File: src/sbl_pkg.sv
// Shared constants and types for the S-bus line coding and multiframe logic.
// Assumes a single 20 MHz clock domain and a recovered bit strobe from the line.
package sbl_pkg;

  // ****************************************
  // Timing
  // ****************************************
  localparam int CLK_PERIOD_NS = 50;
  localparam int FRAME_RATE_HZ = 4000;
  localparam int FRAME_PERIOD_NS = 1000000000 / FRAME_RATE_HZ;
  localparam int FRAME_CYCLES = FRAME_PERIOD_NS / CLK_PERIOD_NS;
  localparam int LOS_FRAMES = 2;

  // ****************************************
  // Frame layout
  // ****************************************
  localparam int FRAME_BITS = 48;
  localparam int BPOS_W = 6;
  localparam logic [BPOS_W-1:0] POS_FRAMING = 6'h00;
  localparam logic [BPOS_W-1:0] POS_LAST = 6'h2f;
  localparam logic [BPOS_W-1:0] RX_FA_POS = 6'h0c;
  localparam logic [BPOS_W-1:0] RX_M_POS = 6'h18;
  localparam logic [BPOS_W-1:0] RX_S_POS = 6'h23;
  localparam logic [BPOS_W-1:0] RX_E_POS0 = 6'h0a;
  localparam logic [BPOS_W-1:0] RX_E_POS1 = 6'h16;
  localparam logic [BPOS_W-1:0] RX_E_POS2 = 6'h21;
  localparam logic [BPOS_W-1:0] RX_E_POS3 = 6'h2c;
  localparam logic [BPOS_W-1:0] TX_D_POS0 = 6'h0b;
  localparam logic [BPOS_W-1:0] TX_D_POS1 = 6'h17;
  localparam logic [BPOS_W-1:0] TX_D_POS2 = 6'h22;
  localparam logic [BPOS_W-1:0] TX_D_POS3 = 6'h2d;
  localparam logic [BPOS_W-1:0] TX_Q_POS = 6'h0d;
  localparam logic [1:0] SIG_MIN_MARKS = 2'h3;

  // ****************************************
  // Multiframe
  // ****************************************
  localparam int MF_IDX_W = 5;
  localparam logic [MF_IDX_W-1:0] MF_IDX_LAST = 5'h13;
  localparam logic [1:0] MF_NEED = 2'h3;
  localparam int MF_EN_BIT = 0;
  localparam int MF_FIRST_BIT = 4;
  localparam int MF_SYNC_BIT = 7;
  localparam int SB_CHANGE_BIT = 7;
  localparam int SB_AVAIL_BIT = 5;
  localparam int QB_IDLE_BIT = 4;

  // ****************************************
  // Receive buffer
  // ****************************************
  localparam int FIFO_W = 8;
  localparam int FIFO_D = 16;

  typedef enum logic [1:0] {SBL_HUNT, SBL_CONFIRM, SBL_SYNCED} sbl_mf_state_t;

endpackage

File: src/sbl_stream_if.sv
// Valid/ready stream carrier between the line logic and its receive buffer.
// Assumes both ends run on the same clock.
`timescale 1ns/100ps
interface sbl_stream_if #(
  parameter int W = 8
);
  logic valid;
  logic ready;
  logic [W-1:0] data;

  modport src (
    output valid,
    output data,
    input ready
  );

  modport snk (
    input valid,
    input data,
    output ready
  );
endinterface

File: src/sbl_fifo.sv
// Small receive FIFO with a registered read port.
// Assumes one clock; depth must be a power of two.
`timescale 1ns/100ps
module sbl_fifo #(
  parameter int W = 8,
  parameter int D = 16
) (
  input wire logic clk,
  input wire logic srst,
  sbl_stream_if.snk wr,
  sbl_stream_if.src rd
);

  localparam int AW = $clog2(D);

  generate
    if (D < 2 || (1 << AW) != D) begin : g_bad_depth
      $error("sbl_fifo depth must be a power of two");
    end
  endgenerate

  logic [W-1:0] mem_ff [D];
  logic [AW:0] wr_ptr_ff;
  logic [AW:0] rd_ptr_ff;
  logic out_valid_ff;
  logic [W-1:0] out_data_ff;

  wire mem_empty = (wr_ptr_ff == rd_ptr_ff);
  wire mem_full = (wr_ptr_ff[AW] != rd_ptr_ff[AW]) && (wr_ptr_ff[AW-1:0] == rd_ptr_ff[AW-1:0]);
  wire do_push = wr.valid && !mem_full;
  wire do_load = !mem_empty && (!out_valid_ff || rd.ready);

  assign wr.ready = !mem_full;
  assign rd.valid = out_valid_ff;
  assign rd.data = out_data_ff;

  // Storage has no reset; the pointers and the output register carry the state.
  always_ff @(posedge clk) begin
    if (do_push) begin
      mem_ff[wr_ptr_ff[AW-1:0]] <= wr.data;
    end
  end

  always_ff @(posedge clk) begin
    if (srst) begin
      wr_ptr_ff <= '0;
      rd_ptr_ff <= '0;
      out_valid_ff <= 1'b0;
      out_data_ff <= '0;
    end else begin
      if (do_push) begin
        wr_ptr_ff <= wr_ptr_ff + 1'b1;
      end
      if (do_load) begin
        rd_ptr_ff <= rd_ptr_ff + 1'b1;
        out_data_ff <= mem_ff[rd_ptr_ff[AW-1:0]];
        out_valid_ff <= 1'b1;
      end else if (rd.ready) begin
        out_valid_ff <= 1'b0;
      end
    end
  end

  fifo_no_overflow_a: assert property (@(posedge clk) disable iff (srst)
    mem_full |=> (wr_ptr_ff - rd_ptr_ff) <= (AW+1)'(D))
    else $error("fifo pointer distance exceeds depth");

endmodule

File: src/sbl_line_interface_unit.sv
// Pseudo-ternary line coder, frame recovery and multiframe alignment.
// Assumes mark comparators and the recovered bit clock arrive asynchronously on pins.
`timescale 1ns/100ps

// Overview of operation
// - Binary one is a space on the line
// - Binary zeros alternate high and low marks
// - Same-polarity successive marks flag code violation
// - Violations realign the frame bit counter
// - Signal present needs three marks per frame
// - Frames are 48 bits in both directions
// - Frames repeat at 4 kHz
// - Decode to binary; compare E with D
// - Monitor framing only when enabled and F6/F7
// - Three good multiframes set synced and change
// - S-bit delivery starts at the second multiframe after sync
// - Q and S timed to received frames
// - Twenty frames; F_A every fifth, M first
// - Lose sync on three bad, state, disable
module sbl_line_interface_unit
  import sbl_pkg::*;
#(
  parameter int LOS_CYCLES = LOS_FRAMES * FRAME_CYCLES
) (
  input wire logic clk,
  input wire logic srst,
  input wire logic rx_mark_hi,
  input wire logic rx_mark_lo,
  input wire logic rx_bit_clk,
  output logic tx_mark_hi,
  output logic tx_mark_lo,
  input wire logic tx_bit,
  input wire logic tx_d_bit,
  output logic tx_take,
  output logic [BPOS_W-1:0] tx_pos,
  output logic rx_valid,
  input wire logic rx_ready,
  output logic [FIFO_W-1:0] rx_data,
  output logic rx_overrun,
  output logic code_violation,
  output logic frame_lock,
  output logic any_signal,
  output logic collision,
  input wire logic in_synchronized_line_state,
  input wire logic in_activated_line_state,
  input wire logic [7:0] multiframe_control_register,
  input wire logic [4:0] multiframe_qbit_buffer,
  input wire logic sbuf_read,
  output logic [7:0] mf_status,
  output logic [7:0] multiframe_sbit_status_buffer
);

  // ****************************************
  // Checks and helpers
  // ****************************************
  localparam int LOS_W = $clog2(LOS_CYCLES + 1);

  generate
    if (LOS_CYCLES < 2) begin : g_bad_los
      $error("LOS_CYCLES too small");
    end
  endgenerate

  function automatic logic fa_expected(input logic [MF_IDX_W-1:0] idx);
    return (idx == 5'h00) || (idx == 5'h05) || (idx == 5'h0a) || (idx == 5'h0f);
  endfunction

  function automatic logic group_last(input logic [MF_IDX_W-1:0] idx);
    return (idx == 5'h04) || (idx == 5'h09) || (idx == 5'h0e) || (idx == MF_IDX_LAST);
  endfunction

  // ****************************************
  // Pin synchronisers
  // ****************************************
  logic hi_s1_ff, hi_s2_ff, lo_s1_ff, lo_s2_ff;
  logic bclk_s1_ff, bclk_s2_ff, bclk_s3_ff;

  always_ff @(posedge clk) begin
    if (srst) begin
      hi_s1_ff <= 1'b0;
      hi_s2_ff <= 1'b0;
      lo_s1_ff <= 1'b0;
      lo_s2_ff <= 1'b0;
      bclk_s1_ff <= 1'b0;
      bclk_s2_ff <= 1'b0;
      bclk_s3_ff <= 1'b0;
    end else begin
      hi_s1_ff <= rx_mark_hi;
      hi_s2_ff <= hi_s1_ff;
      lo_s1_ff <= rx_mark_lo;
      lo_s2_ff <= lo_s1_ff;
      bclk_s1_ff <= rx_bit_clk;
      bclk_s2_ff <= bclk_s1_ff;
      bclk_s3_ff <= bclk_s2_ff;
    end
  end

  // ****************************************
  // Receive decoding and frame recovery
  // ****************************************
  logic last_pol_ff, have_mark_ff;
  logic [BPOS_W-1:0] bitpos_ff;
  logic frame_lock_ff, code_viol_ff, any_signal_ff, collision_ff, overrun_ff;
  logic [1:0] mark_cnt_ff;
  logic [LOS_W-1:0] los_cnt_ff;
  logic fa_ff, m_ff, s_ff, d_sent_ff;

  wire bit_stb = bclk_s2_ff && !bclk_s3_ff;
  wire rx_mark = hi_s2_ff || lo_s2_ff;
  wire rx_pol = hi_s2_ff;
  wire rx_bit = !rx_mark;
  wire code_viol = bit_stb && rx_mark && have_mark_ff && (rx_pol == last_pol_ff);
  wire [BPOS_W-1:0] cur_pos = code_viol ? POS_FRAMING : bitpos_ff;
  wire [BPOS_W-1:0] nxt_bitpos = (cur_pos == POS_LAST) ? POS_FRAMING : cur_pos + 6'h01;
  wire frame_end = bit_stb && (cur_pos == POS_LAST);
  wire [1:0] nxt_mark_cnt = (rx_mark && mark_cnt_ff != SIG_MIN_MARKS) ? mark_cnt_ff + 2'h1 : mark_cnt_ff;
  wire is_e_pos = (cur_pos == RX_E_POS0) || (cur_pos == RX_E_POS1) || (cur_pos == RX_E_POS2)
                  || (cur_pos == RX_E_POS3);
  wire is_d_pos = (cur_pos == TX_D_POS0) || (cur_pos == TX_D_POS1) || (cur_pos == TX_D_POS2)
                  || (cur_pos == TX_D_POS3);
  wire los_expired = (los_cnt_ff == LOS_W'(LOS_CYCLES));

  always_ff @(posedge clk) begin
    if (srst) begin
      last_pol_ff <= 1'b0;
      have_mark_ff <= 1'b0;
      bitpos_ff <= POS_FRAMING;
      code_viol_ff <= 1'b0;
      frame_lock_ff <= 1'b0;
      los_cnt_ff <= '0;
    end else begin
      code_viol_ff <= code_viol;
      los_cnt_ff <= code_viol ? '0 : (los_expired ? los_cnt_ff : los_cnt_ff + 1'b1);
      if (bit_stb) begin
        bitpos_ff <= nxt_bitpos;
        if (rx_mark) begin
          last_pol_ff <= rx_pol;
          have_mark_ff <= 1'b1;
        end
      end
      // Lock needs a violation exactly where the counter expects a frame start.
      if (code_viol) begin
        frame_lock_ff <= (bitpos_ff == POS_FRAMING);
      end else if (los_expired) begin
        frame_lock_ff <= 1'b0;
      end
    end
  end

  // Frame-level sampling of marks, framing bits and echo bits.
  always_ff @(posedge clk) begin
    if (srst) begin
      mark_cnt_ff <= 2'h0;
      any_signal_ff <= 1'b0;
      fa_ff <= 1'b0;
      m_ff <= 1'b0;
      s_ff <= 1'b0;
      collision_ff <= 1'b0;
    end else begin
      collision_ff <= bit_stb && is_e_pos && (rx_bit != d_sent_ff);
      if (bit_stb) begin
        mark_cnt_ff <= frame_end ? 2'h0 : nxt_mark_cnt;
        if (frame_end) begin
          any_signal_ff <= (nxt_mark_cnt == SIG_MIN_MARKS);
        end
        if (cur_pos == RX_FA_POS) begin
          fa_ff <= rx_bit;
        end
        if (cur_pos == RX_M_POS) begin
          m_ff <= rx_bit;
        end
        if (cur_pos == RX_S_POS) begin
          s_ff <= rx_bit;
        end
      end
    end
  end

  // ****************************************
  // Multiframe alignment
  // ****************************************
  sbl_mf_state_t state_ff;
  logic [MF_IDX_W-1:0] mf_idx_ff;
  logic [1:0] good_cnt_ff, bad_cnt_ff;
  logic mf_bad_ff, change_ff, s_active_ff, s_avail_ff, s_first_ff;
  logic [4:0] s_shift_ff, s_word_ff;

  wire mon_en = multiframe_control_register[MF_EN_BIT] && frame_lock_ff
                && (in_synchronized_line_state || in_activated_line_state);
  wire synced = (state_ff == SBL_SYNCED);
  wire idx_last = (mf_idx_ff == MF_IDX_LAST);
  wire [MF_IDX_W-1:0] nxt_idx = idx_last ? 5'h00 : mf_idx_ff + 5'h01;
  wire frame_ok = (fa_ff == fa_expected(mf_idx_ff)) && (m_ff == (mf_idx_ff == 5'h00));
  wire mf_good = !mf_bad_ff && frame_ok;
  wire gain_sync = (state_ff == SBL_CONFIRM) && frame_end && idx_last && mf_good
                   && (good_cnt_ff == MF_NEED - 2'h1);
  wire lose_sync = synced && (!mon_en || (frame_end && idx_last && !mf_good && bad_cnt_ff == MF_NEED - 2'h1));
  wire s_word_done = s_active_ff && frame_end && group_last(mf_idx_ff);

  always_ff @(posedge clk) begin
    if (srst) begin
      state_ff <= SBL_HUNT;
      mf_idx_ff <= 5'h00;
      good_cnt_ff <= 2'h0;
      bad_cnt_ff <= 2'h0;
      mf_bad_ff <= 1'b0;
    end else if (!mon_en) begin
      state_ff <= SBL_HUNT;
      good_cnt_ff <= 2'h0;
      bad_cnt_ff <= 2'h0;
    end else if (frame_end) begin
      mf_idx_ff <= nxt_idx;
      mf_bad_ff <= idx_last ? 1'b0 : (mf_bad_ff || !frame_ok);
      unique case (state_ff)
        SBL_HUNT: begin
          if (fa_ff && m_ff) begin
            state_ff <= SBL_CONFIRM;
            mf_idx_ff <= 5'h01;
            mf_bad_ff <= 1'b0;
            good_cnt_ff <= 2'h0;
          end
        end
        SBL_CONFIRM: begin
          if (idx_last && mf_good) begin
            good_cnt_ff <= good_cnt_ff + 2'h1;
            if (gain_sync) begin
              state_ff <= SBL_SYNCED;
              bad_cnt_ff <= 2'h0;
            end
          end else if (idx_last) begin
            state_ff <= SBL_HUNT;
            good_cnt_ff <= 2'h0;
          end
        end
        SBL_SYNCED: begin
          if (idx_last) begin
            bad_cnt_ff <= mf_good ? 2'h0 : bad_cnt_ff + 2'h1;
            if (lose_sync) begin
              state_ff <= SBL_HUNT;
              good_cnt_ff <= 2'h0;
            end
          end
        end
      endcase
    end
  end

  // Change flag and S-bit handoff; a new event beats a read in the same cycle.
  always_ff @(posedge clk) begin
    if (srst) begin
      change_ff <= 1'b0;
      s_active_ff <= 1'b0;
      s_avail_ff <= 1'b0;
      s_first_ff <= 1'b0;
      s_shift_ff <= 5'h00;
      s_word_ff <= 5'h00;
    end else begin
      if (gain_sync || lose_sync) begin
        change_ff <= 1'b1;
      end else if (sbuf_read) begin
        change_ff <= 1'b0;
      end
      if (!synced || lose_sync) begin
        s_active_ff <= 1'b0;
      end else if (frame_end && idx_last) begin
        s_active_ff <= 1'b1;
      end
      if (s_active_ff && frame_end) begin
        s_shift_ff <= {s_shift_ff[3:0], s_ff};
      end
      if (s_word_done) begin
        s_word_ff <= {s_shift_ff[3:0], s_ff};
        s_first_ff <= (mf_idx_ff == 5'h04);
        s_avail_ff <= 1'b1;
      end else if (sbuf_read) begin
        s_avail_ff <= 1'b0;
      end
    end
  end

  // ****************************************
  // Transmit encoder
  // ****************************************
  logic tx_pol_ff, tx_hi_ff, tx_lo_ff, tx_take_ff;
  logic [BPOS_W-1:0] tx_pos_ff;

  // Q bits only follow the multiframe once S-bit delivery is active; otherwise the idle value goes in every Q slot.
  wire [1:0] q_sel = (mf_idx_ff >= 5'h0f) ? 2'h3 : (mf_idx_ff >= 5'h0a) ? 2'h2 : (mf_idx_ff >= 5'h05) ? 2'h1 : 2'h0;
  wire q_val = s_active_ff ? (fa_expected(mf_idx_ff) && multiframe_qbit_buffer[q_sel])
                           : multiframe_qbit_buffer[QB_IDLE_BIT];
  wire tx_val = (cur_pos == POS_FRAMING) ? 1'b0 : (cur_pos == TX_Q_POS) ? q_val : is_d_pos ? tx_d_bit : tx_bit;
  // The framing mark repeats the previous polarity so the far end sees a violation.
  wire tx_mark_pol = (cur_pos == POS_FRAMING) ? tx_pol_ff : !tx_pol_ff;

  always_ff @(posedge clk) begin
    if (srst) begin
      tx_pol_ff <= 1'b0;
      tx_hi_ff <= 1'b0;
      tx_lo_ff <= 1'b0;
      tx_take_ff <= 1'b0;
      tx_pos_ff <= POS_FRAMING;
      d_sent_ff <= 1'b1;
    end else begin
      tx_take_ff <= bit_stb;
      if (bit_stb) begin
        tx_pos_ff <= cur_pos;
        tx_hi_ff <= !tx_val && tx_mark_pol;
        tx_lo_ff <= !tx_val && !tx_mark_pol;
        if (!tx_val) begin
          tx_pol_ff <= tx_mark_pol;
        end
        if (is_d_pos) begin
          d_sent_ff <= tx_d_bit;
        end
      end
    end
  end

  // ****************************************
  // Receive buffer
  // ****************************************
  sbl_stream_if #(.W(FIFO_W)) push_if ();
  sbl_stream_if #(.W(FIFO_W)) pop_if ();

  assign push_if.valid = bit_stb;
  assign push_if.data = {frame_lock_ff, cur_pos, rx_bit};

  always_ff @(posedge clk) begin
    if (srst) begin
      overrun_ff <= 1'b0;
    end else begin
      overrun_ff <= bit_stb && !push_if.ready;
    end
  end

  sbl_fifo #(.W(FIFO_W), .D(FIFO_D)) u_fifo (
    .clk(clk),
    .srst(srst),
    .wr(push_if.snk),
    .rd(pop_if.src)
  );

  assign pop_if.ready = rx_ready;
  assign rx_valid = pop_if.valid;
  assign rx_data = pop_if.data;
  assign rx_overrun = overrun_ff;
  assign tx_mark_hi = tx_hi_ff;
  assign tx_mark_lo = tx_lo_ff;
  assign tx_take = tx_take_ff;
  assign tx_pos = tx_pos_ff;
  assign code_violation = code_viol_ff;
  assign frame_lock = frame_lock_ff;
  assign any_signal = any_signal_ff;
  assign collision = collision_ff;
  assign mf_status = {synced, 2'h0, s_first_ff, 3'h0, multiframe_control_register[MF_EN_BIT]};
  assign multiframe_sbit_status_buffer = {change_ff, 1'b0, s_avail_ff, s_word_ff};

  // ****************************************
  // Assertions
  // ****************************************
  viol_flag_a: assert property (@(posedge clk) disable iff (srst)
    (bit_stb && rx_mark && have_mark_ff && rx_pol == last_pol_ff) |=> code_violation)
    else $error("same-polarity mark pair not flagged");

  viol_align_a: assert property (@(posedge clk) disable iff (srst)
    code_viol |=> bitpos_ff == 6'h01)
    else $error("bit counter not realigned on violation");

  pos_range_a: assert property (@(posedge clk) disable iff (srst)
    bitpos_ff <= POS_LAST)
    else $error("bit position beyond frame length");

  one_space_a: assert property (@(posedge clk) disable iff (srst)
    (bit_stb && tx_val) |=> !tx_mark_hi && !tx_mark_lo)
    else $error("binary one not sent as space");

  zero_alt_a: assert property (@(posedge clk) disable iff (srst)
    (bit_stb && !tx_val && cur_pos != POS_FRAMING) |=> (tx_mark_hi != $past(tx_pol_ff)) && (tx_mark_hi != tx_mark_lo))
    else $error("zero mark did not alternate");

  signal_min_a: assert property (@(posedge clk) disable iff (srst)
    (frame_end && mark_cnt_ff == 2'h0) |=> !any_signal)
    else $error("signal reported with too few marks");

  mon_gate_a: assert property (@(posedge clk) disable iff (srst)
    !mon_en |=> state_ff == SBL_HUNT && !mf_status[MF_SYNC_BIT])
    else $error("alignment kept while monitoring disabled");

  sync_gain_a: assert property (@(posedge clk) disable iff (srst)
    gain_sync && mon_en |=> mf_status[MF_SYNC_BIT] && multiframe_sbit_status_buffer[SB_CHANGE_BIT])
    else $error("sync or change flag missing after three multiframes");

  sdeliver_a: assert property (@(posedge clk) disable iff (srst)
    $rose(s_active_ff) |-> mf_idx_ff == 5'h00)
    else $error("S-bit delivery did not start at multiframe boundary");

  sync_loss_a: assert property (@(posedge clk) disable iff (srst)
    lose_sync |=> !mf_status[MF_SYNC_BIT] && multiframe_sbit_status_buffer[SB_CHANGE_BIT] && !s_active_ff)
    else $error("loss of alignment not reported");

  reset_clear_a: assert property (@(posedge clk)
    srst |=> !mf_status[MF_SYNC_BIT] && good_cnt_ff == 2'h0)
    else $error("alignment state not cleared by reset");

  echo_cmp_a: assert property (@(posedge clk) disable iff (srst)
    (bit_stb && is_e_pos && rx_bit == d_sent_ff) |=> !collision)
    else $error("collision flagged on matching echo");

endmodule

File: config.mk
export PLATFORM = sky130hd
export DESIGN_NAME = sbl_line_interface_unit
export DESIGN_NICKNAME = d
export VERILOG_FILES = /design/src/sbl_pkg.sv /design/src/sbl_stream_if.sv /design/src/sbl_fifo.sv /design/src/sbl_line_interface_unit.sv
export SDC_FILE = /design/constraint.sdc
export NUM_CORES = 1
export LEC_CHECK = 0
export BUFFER_PORTS_ARGS = -buffer_cell sky130_fd_sc_hd__buf_4
export CAP_MARGIN = 20
export CORE_ASPECT_RATIO = 0.8
export CORE_UTILIZATION = 55
export CTS_CLUSTER_DIAMETER = 100
export DETAILED_ROUTE_END_ITERATION = 6
export HOLD_SLACK_MARGIN = 0.15
export PLACE_DENSITY = 0.76
export SLEW_MARGIN = 10
export SYNTH_ARGS = -nofsm -noshare
export SYNTH_HDL_FRONTEND = slang
export SYNTH_HIERARCHICAL = 1
export SYNTH_SLANG_ARGS = --single-unit
File: constraint.sdc
create_clock -name clk -period 2.9 [get_ports clk]
set_clock_uncertainty 0.05 [all_clocks]
set_input_delay 0.87 -clock clk [delete_from_list [all_inputs] [get_ports clk]]
set_output_delay 0.87 -clock clk [all_outputs]
set_load 0.01 [all_outputs]
==> impl_metrics.csv <==
group,metric,value,unit
worst_setup_path,crit_type,"flop to flop",
sta,slew_headroom,47.47,%
worst_setup_path,cp_cell_sequence,"inv_1 -> ha_1 -> mux2_4 -> a311oi_4 -> xor2_2 -> and4_2 -> a211oi_1 -> mux2i_1",
worst_setup_path,end_kind,"flop",
worst_setup_path,rrSetupSlack,130,ps
cts,cts_tree,"built",
global_routing,grt_pass1_vias,6390,
sta,fin_ws,128.7,ps
global_routing,grt_use_total,23.83,%
detailed_routing,vias,6725,
sta,fin_crit_sh,95.56,%
cells_and_area,diodes,0,
pwr,p_sw_share,23.11,%
pwr,clock_power_share,40.6,%
cts,hold_buffers,0,
cts,clock_latency,500,ps
synth,async_flop_share,0,%
detailed_routing,dr.pass1.iters,7,
worst_hold_path,min_path_cells,1,
sta,hold_viol_final,0,
synth,synthMuxAreaShare,10.86,%
status,status,"complete, but fails checks",
worst_setup_path,r2r_cells,8,
worst_setup_path,startpoint_type,"flop",
sta,period_needed,2771,ps
global_routing,grt_antenna_before_repair,0,
run,maxCapViolCount,0,
pwr,internal-power,5.566,mW
worst_setup_path,crit_required,3280,ps
synth,synth_xor_area_share,2.533,%
floorplan,ios,63,
floorplan,start_util,56.90,%
cts,clock_path_buffers,3,
synth,synth_adder_area_share,2.758,%
pwr,p_seq_share,47.7,%
cts,cts_sinks,222,
placed_design,place_congestion,0.8988,
global_routing,grt_pass1_wl,34460,um
floorplan,coreArea,0.01754,mm2
worst_setup_path,slowest_stage,"a311oi_4",
cts,htree_levels,1,
global_routing,grt_max_degree,44,
synth,synth_top_cell_area_share,38.52,%
sta,tightest_slew,786.3,ps
detailed_routing,drtAntennaViolNets,0,
sta,final-setup-viol-count,0,
synth,synth_top_area_cell,"edfxtp_1",
worst_setup_path,cp.arrival,3150,ps
pwr,power.total,7.239,mW
detailed_routing,routedWlPerCell,19.64,um
cells_and_area,drive_gt1_share,19.57,%
detailed_routing,drc_errors,2,
synth,synth-seq-area-share,57.37,%
floorplan,fp.dieArea,0.01869,mm2
global_routing,overflow,0,
synth,netlist_top_cells_count,"edfxtp_1, dfxtp_1, nor2_1",
synth,synth_simple_gate_area_share,12.94,%
placed_design,portBuffers,49,
sta,fmax,360.8,MHz
cts,numCtsBuffers,23,
placed_design,hpwlAfterDp,14180,um
floorplan,die_w,152.6,um
cells_and_area,fillers,1266,
synth,yosysWarningCount,6,
cells_and_area,syn_to_final_growth,14.02,%
pwr,switchingPower,1.673,mW
detailed_routing,wl,21790,um
sta,whs,397.5,ps
pwr,leakage,4.033,nW
floorplan,fp.dieH,122.5,um
cells_and_area,fin_nets,914,
synth,yosysMostFrequentCell,"edfxtp_1",
status,violations,"design-rule violations",
synth,synthFlopType,"edfxtp_1",
detailed_routing,viasPerCell,6.064,
synth,synth_compound_area_share,9.228,%
synth,synthDistinctLibCells,80,
pwr,vdd_ir_drop_max,427.1,uV
cts,cts_root_buf,"clkbuf_16",
synth,ys_ff_latch,222,
cts,path_clk_slew,60,ps
worst_hold_path,hp-class,"flop to flop",
synth,synth_area_leaders,"edfxtp_1, dfxtp_1, mux4_1",
detailed_routing,drtIter0Drc,746,
sta,setup_tns,0,ps
pwr,p_comb_share,11.6,%
placed_design,post-place-ws,-25.96,ps
pwr,p_per_area,636.2,mW/mm2
worst_setup_path,path_max_fanout,6,
synth,syn_inst,809,
synth,synth_top_family_by_area,"simple AND/OR/NAND/NOR gates",
synth,syn_area_per_cell,12.34,um2
worst_setup_path,slowest_delay,480,ps
placed_design,dp_cells,1062,
synth,syn_area,0.009980,mm2
floorplan,rows,43,
sta,slew_viol_final,0,
cells_and_area,instances_no_fill,1109,
synth,synth_edf_count,128,
## power groups by stage
stage	clock, mW	combinational, mW	sequential, mW
floorplan	0	0.590	3.54
global placement	0	0.807	3.51
detailed placement	0	0.829	3.52
CTS	2.98	0.836	3.46
global route	3.13	0.912	3.47
finish	2.94	0.842	3.46
## through the flow
| step | utilization, % | area (um2) |
|---|---|---|
| 5_1_grt | 64.87 | 11380 |
| 6_report | 64.87 | 11380 |
| 4_1_cts | 64.55 | 11320 |
| 3_5_place_dp | 60.14 | 10550 |
| 3_3_place_gp | 60.10 | 10540 |
| 2_1_floorplan | - | 10020 |
## registers in the layout, summed over array words and instances (netlist names), 2 cells and up
name	flops
tx_pos	6
u_fifo/wr_ptr_ff	5
los_cnt_ff	14
good_cnt_ff	2
bitpos_ff	6
state_ff	2
bad_cnt_ff	2
u_fifo/mem_ff	128
u_fifo/rd_ptr_ff	5
u_fifo/rd.data	8
s_word_ff	5
mf_idx_ff	5
s_shift_ff	4
mark_cnt_ff	2
## critical path, delay by kind of cell (launching register included)
family,cells,cell delay (ps)
DFF,1,430
AOI/OAI and AO/OA,2,860
xor gates and xnor gates,1,180
buffers and inverters,1,120
muxes,2,520
adders and majority gates,1,230
and+or+nand+nor,1,310
## layout by cell type, fill, tap and decap left out, drive strengths merged, types with 3 or more instances in the layout
| cell | count |
|---|---|
| nand2b | 6 |
| ha | 22 |
| a211o | 3 |
| dfxtp | 94 |
| mux2i | 25 |
| clkinv | 4 |
| or3 | 3 |
| nand4b | 3 |
| xor2 | 13 |
| nor2 | 80 |
| mux2 | 20 |
| conb | 6 |
| a21boi | 3 |
| o211ai | 5 |
| clkbuf | 35 |
| nor2b | 14 |
| a21oi | 41 |
| mux4 | 24 |
| buf | 84 |
| a211oi | 23 |
| a311oi | 5 |
| o22ai | 10 |
| nand2 | 56 |
| and4 | 3 |
| nand4 | 11 |
| nor3 | 10 |
| nand3 | 28 |
| a31oi | 5 |
| edfxtp | 128 |
| and2 | 6 |
| inv | 25 |
| and3 | 20 |
| o21ai | 16 |
| or4 | 3 |
| o31ai | 3 |
| xnor2 | 15 |
## logic make-up (layout without fill, tap and decap cells)
family,count (synthesis),in the layout
AOI/OAI and AO/OA,130,130
buffers and inverters,80,150
adders and majority gates,22,22
and+or+nand+nor,257,257
DFF,222,222
xor gates and xnor gates,28,28
other,1,6
muxes,69,69
## final timing paths
path / startpoint / end
worst max-delay path: mf_idx_ff[0] / state_ff[0]
worst min-delay path: bclk_s1_ff / bclk_s2_ff
worst max register to register: mf_idx_ff[0] / state_ff[0]
worst min register to register: bclk_s1_ff / bclk_s2_ff
## what timing repair did
item                                    in CTS  in global routing
endpoints found under the setup margin       1                 10
setup buffers                                1                  5
pin swaps                                    1                  6
resized for setup                            1                  4
## layout make-up
class | count | area (um2) | share of cell area (%)
inverters | 25 | 98.84 | 0.8687
multi-input cells | 512 | 3877 | 34.08
clock buffers | 35 | 680.7 | 5.982
well taps | 225 | 281.5 | 2.474
clock inverters | 6 | 82.58 | 0.7258
repair buffers | 84 | 630.6 | 5.542
flip-flops and latches | 222 | 5727 | 50.33
## layer usage
| layer | GRT usage (%) | vias to the layer above | wire (um) |
|---|---|---|---|
| met5 | 0 | - | 0 |
| met3 | 4.732 | 26 | 1939 |
| met1 | 34.77 | 3291 | 9826 |
| met4 | 5.366 | 0 | 318 |
| li1 | - | 3117 | - |
| met2 | 37.07 | 291 | 9702 |
No activity file was read; power rests on OpenSTA's default activity.
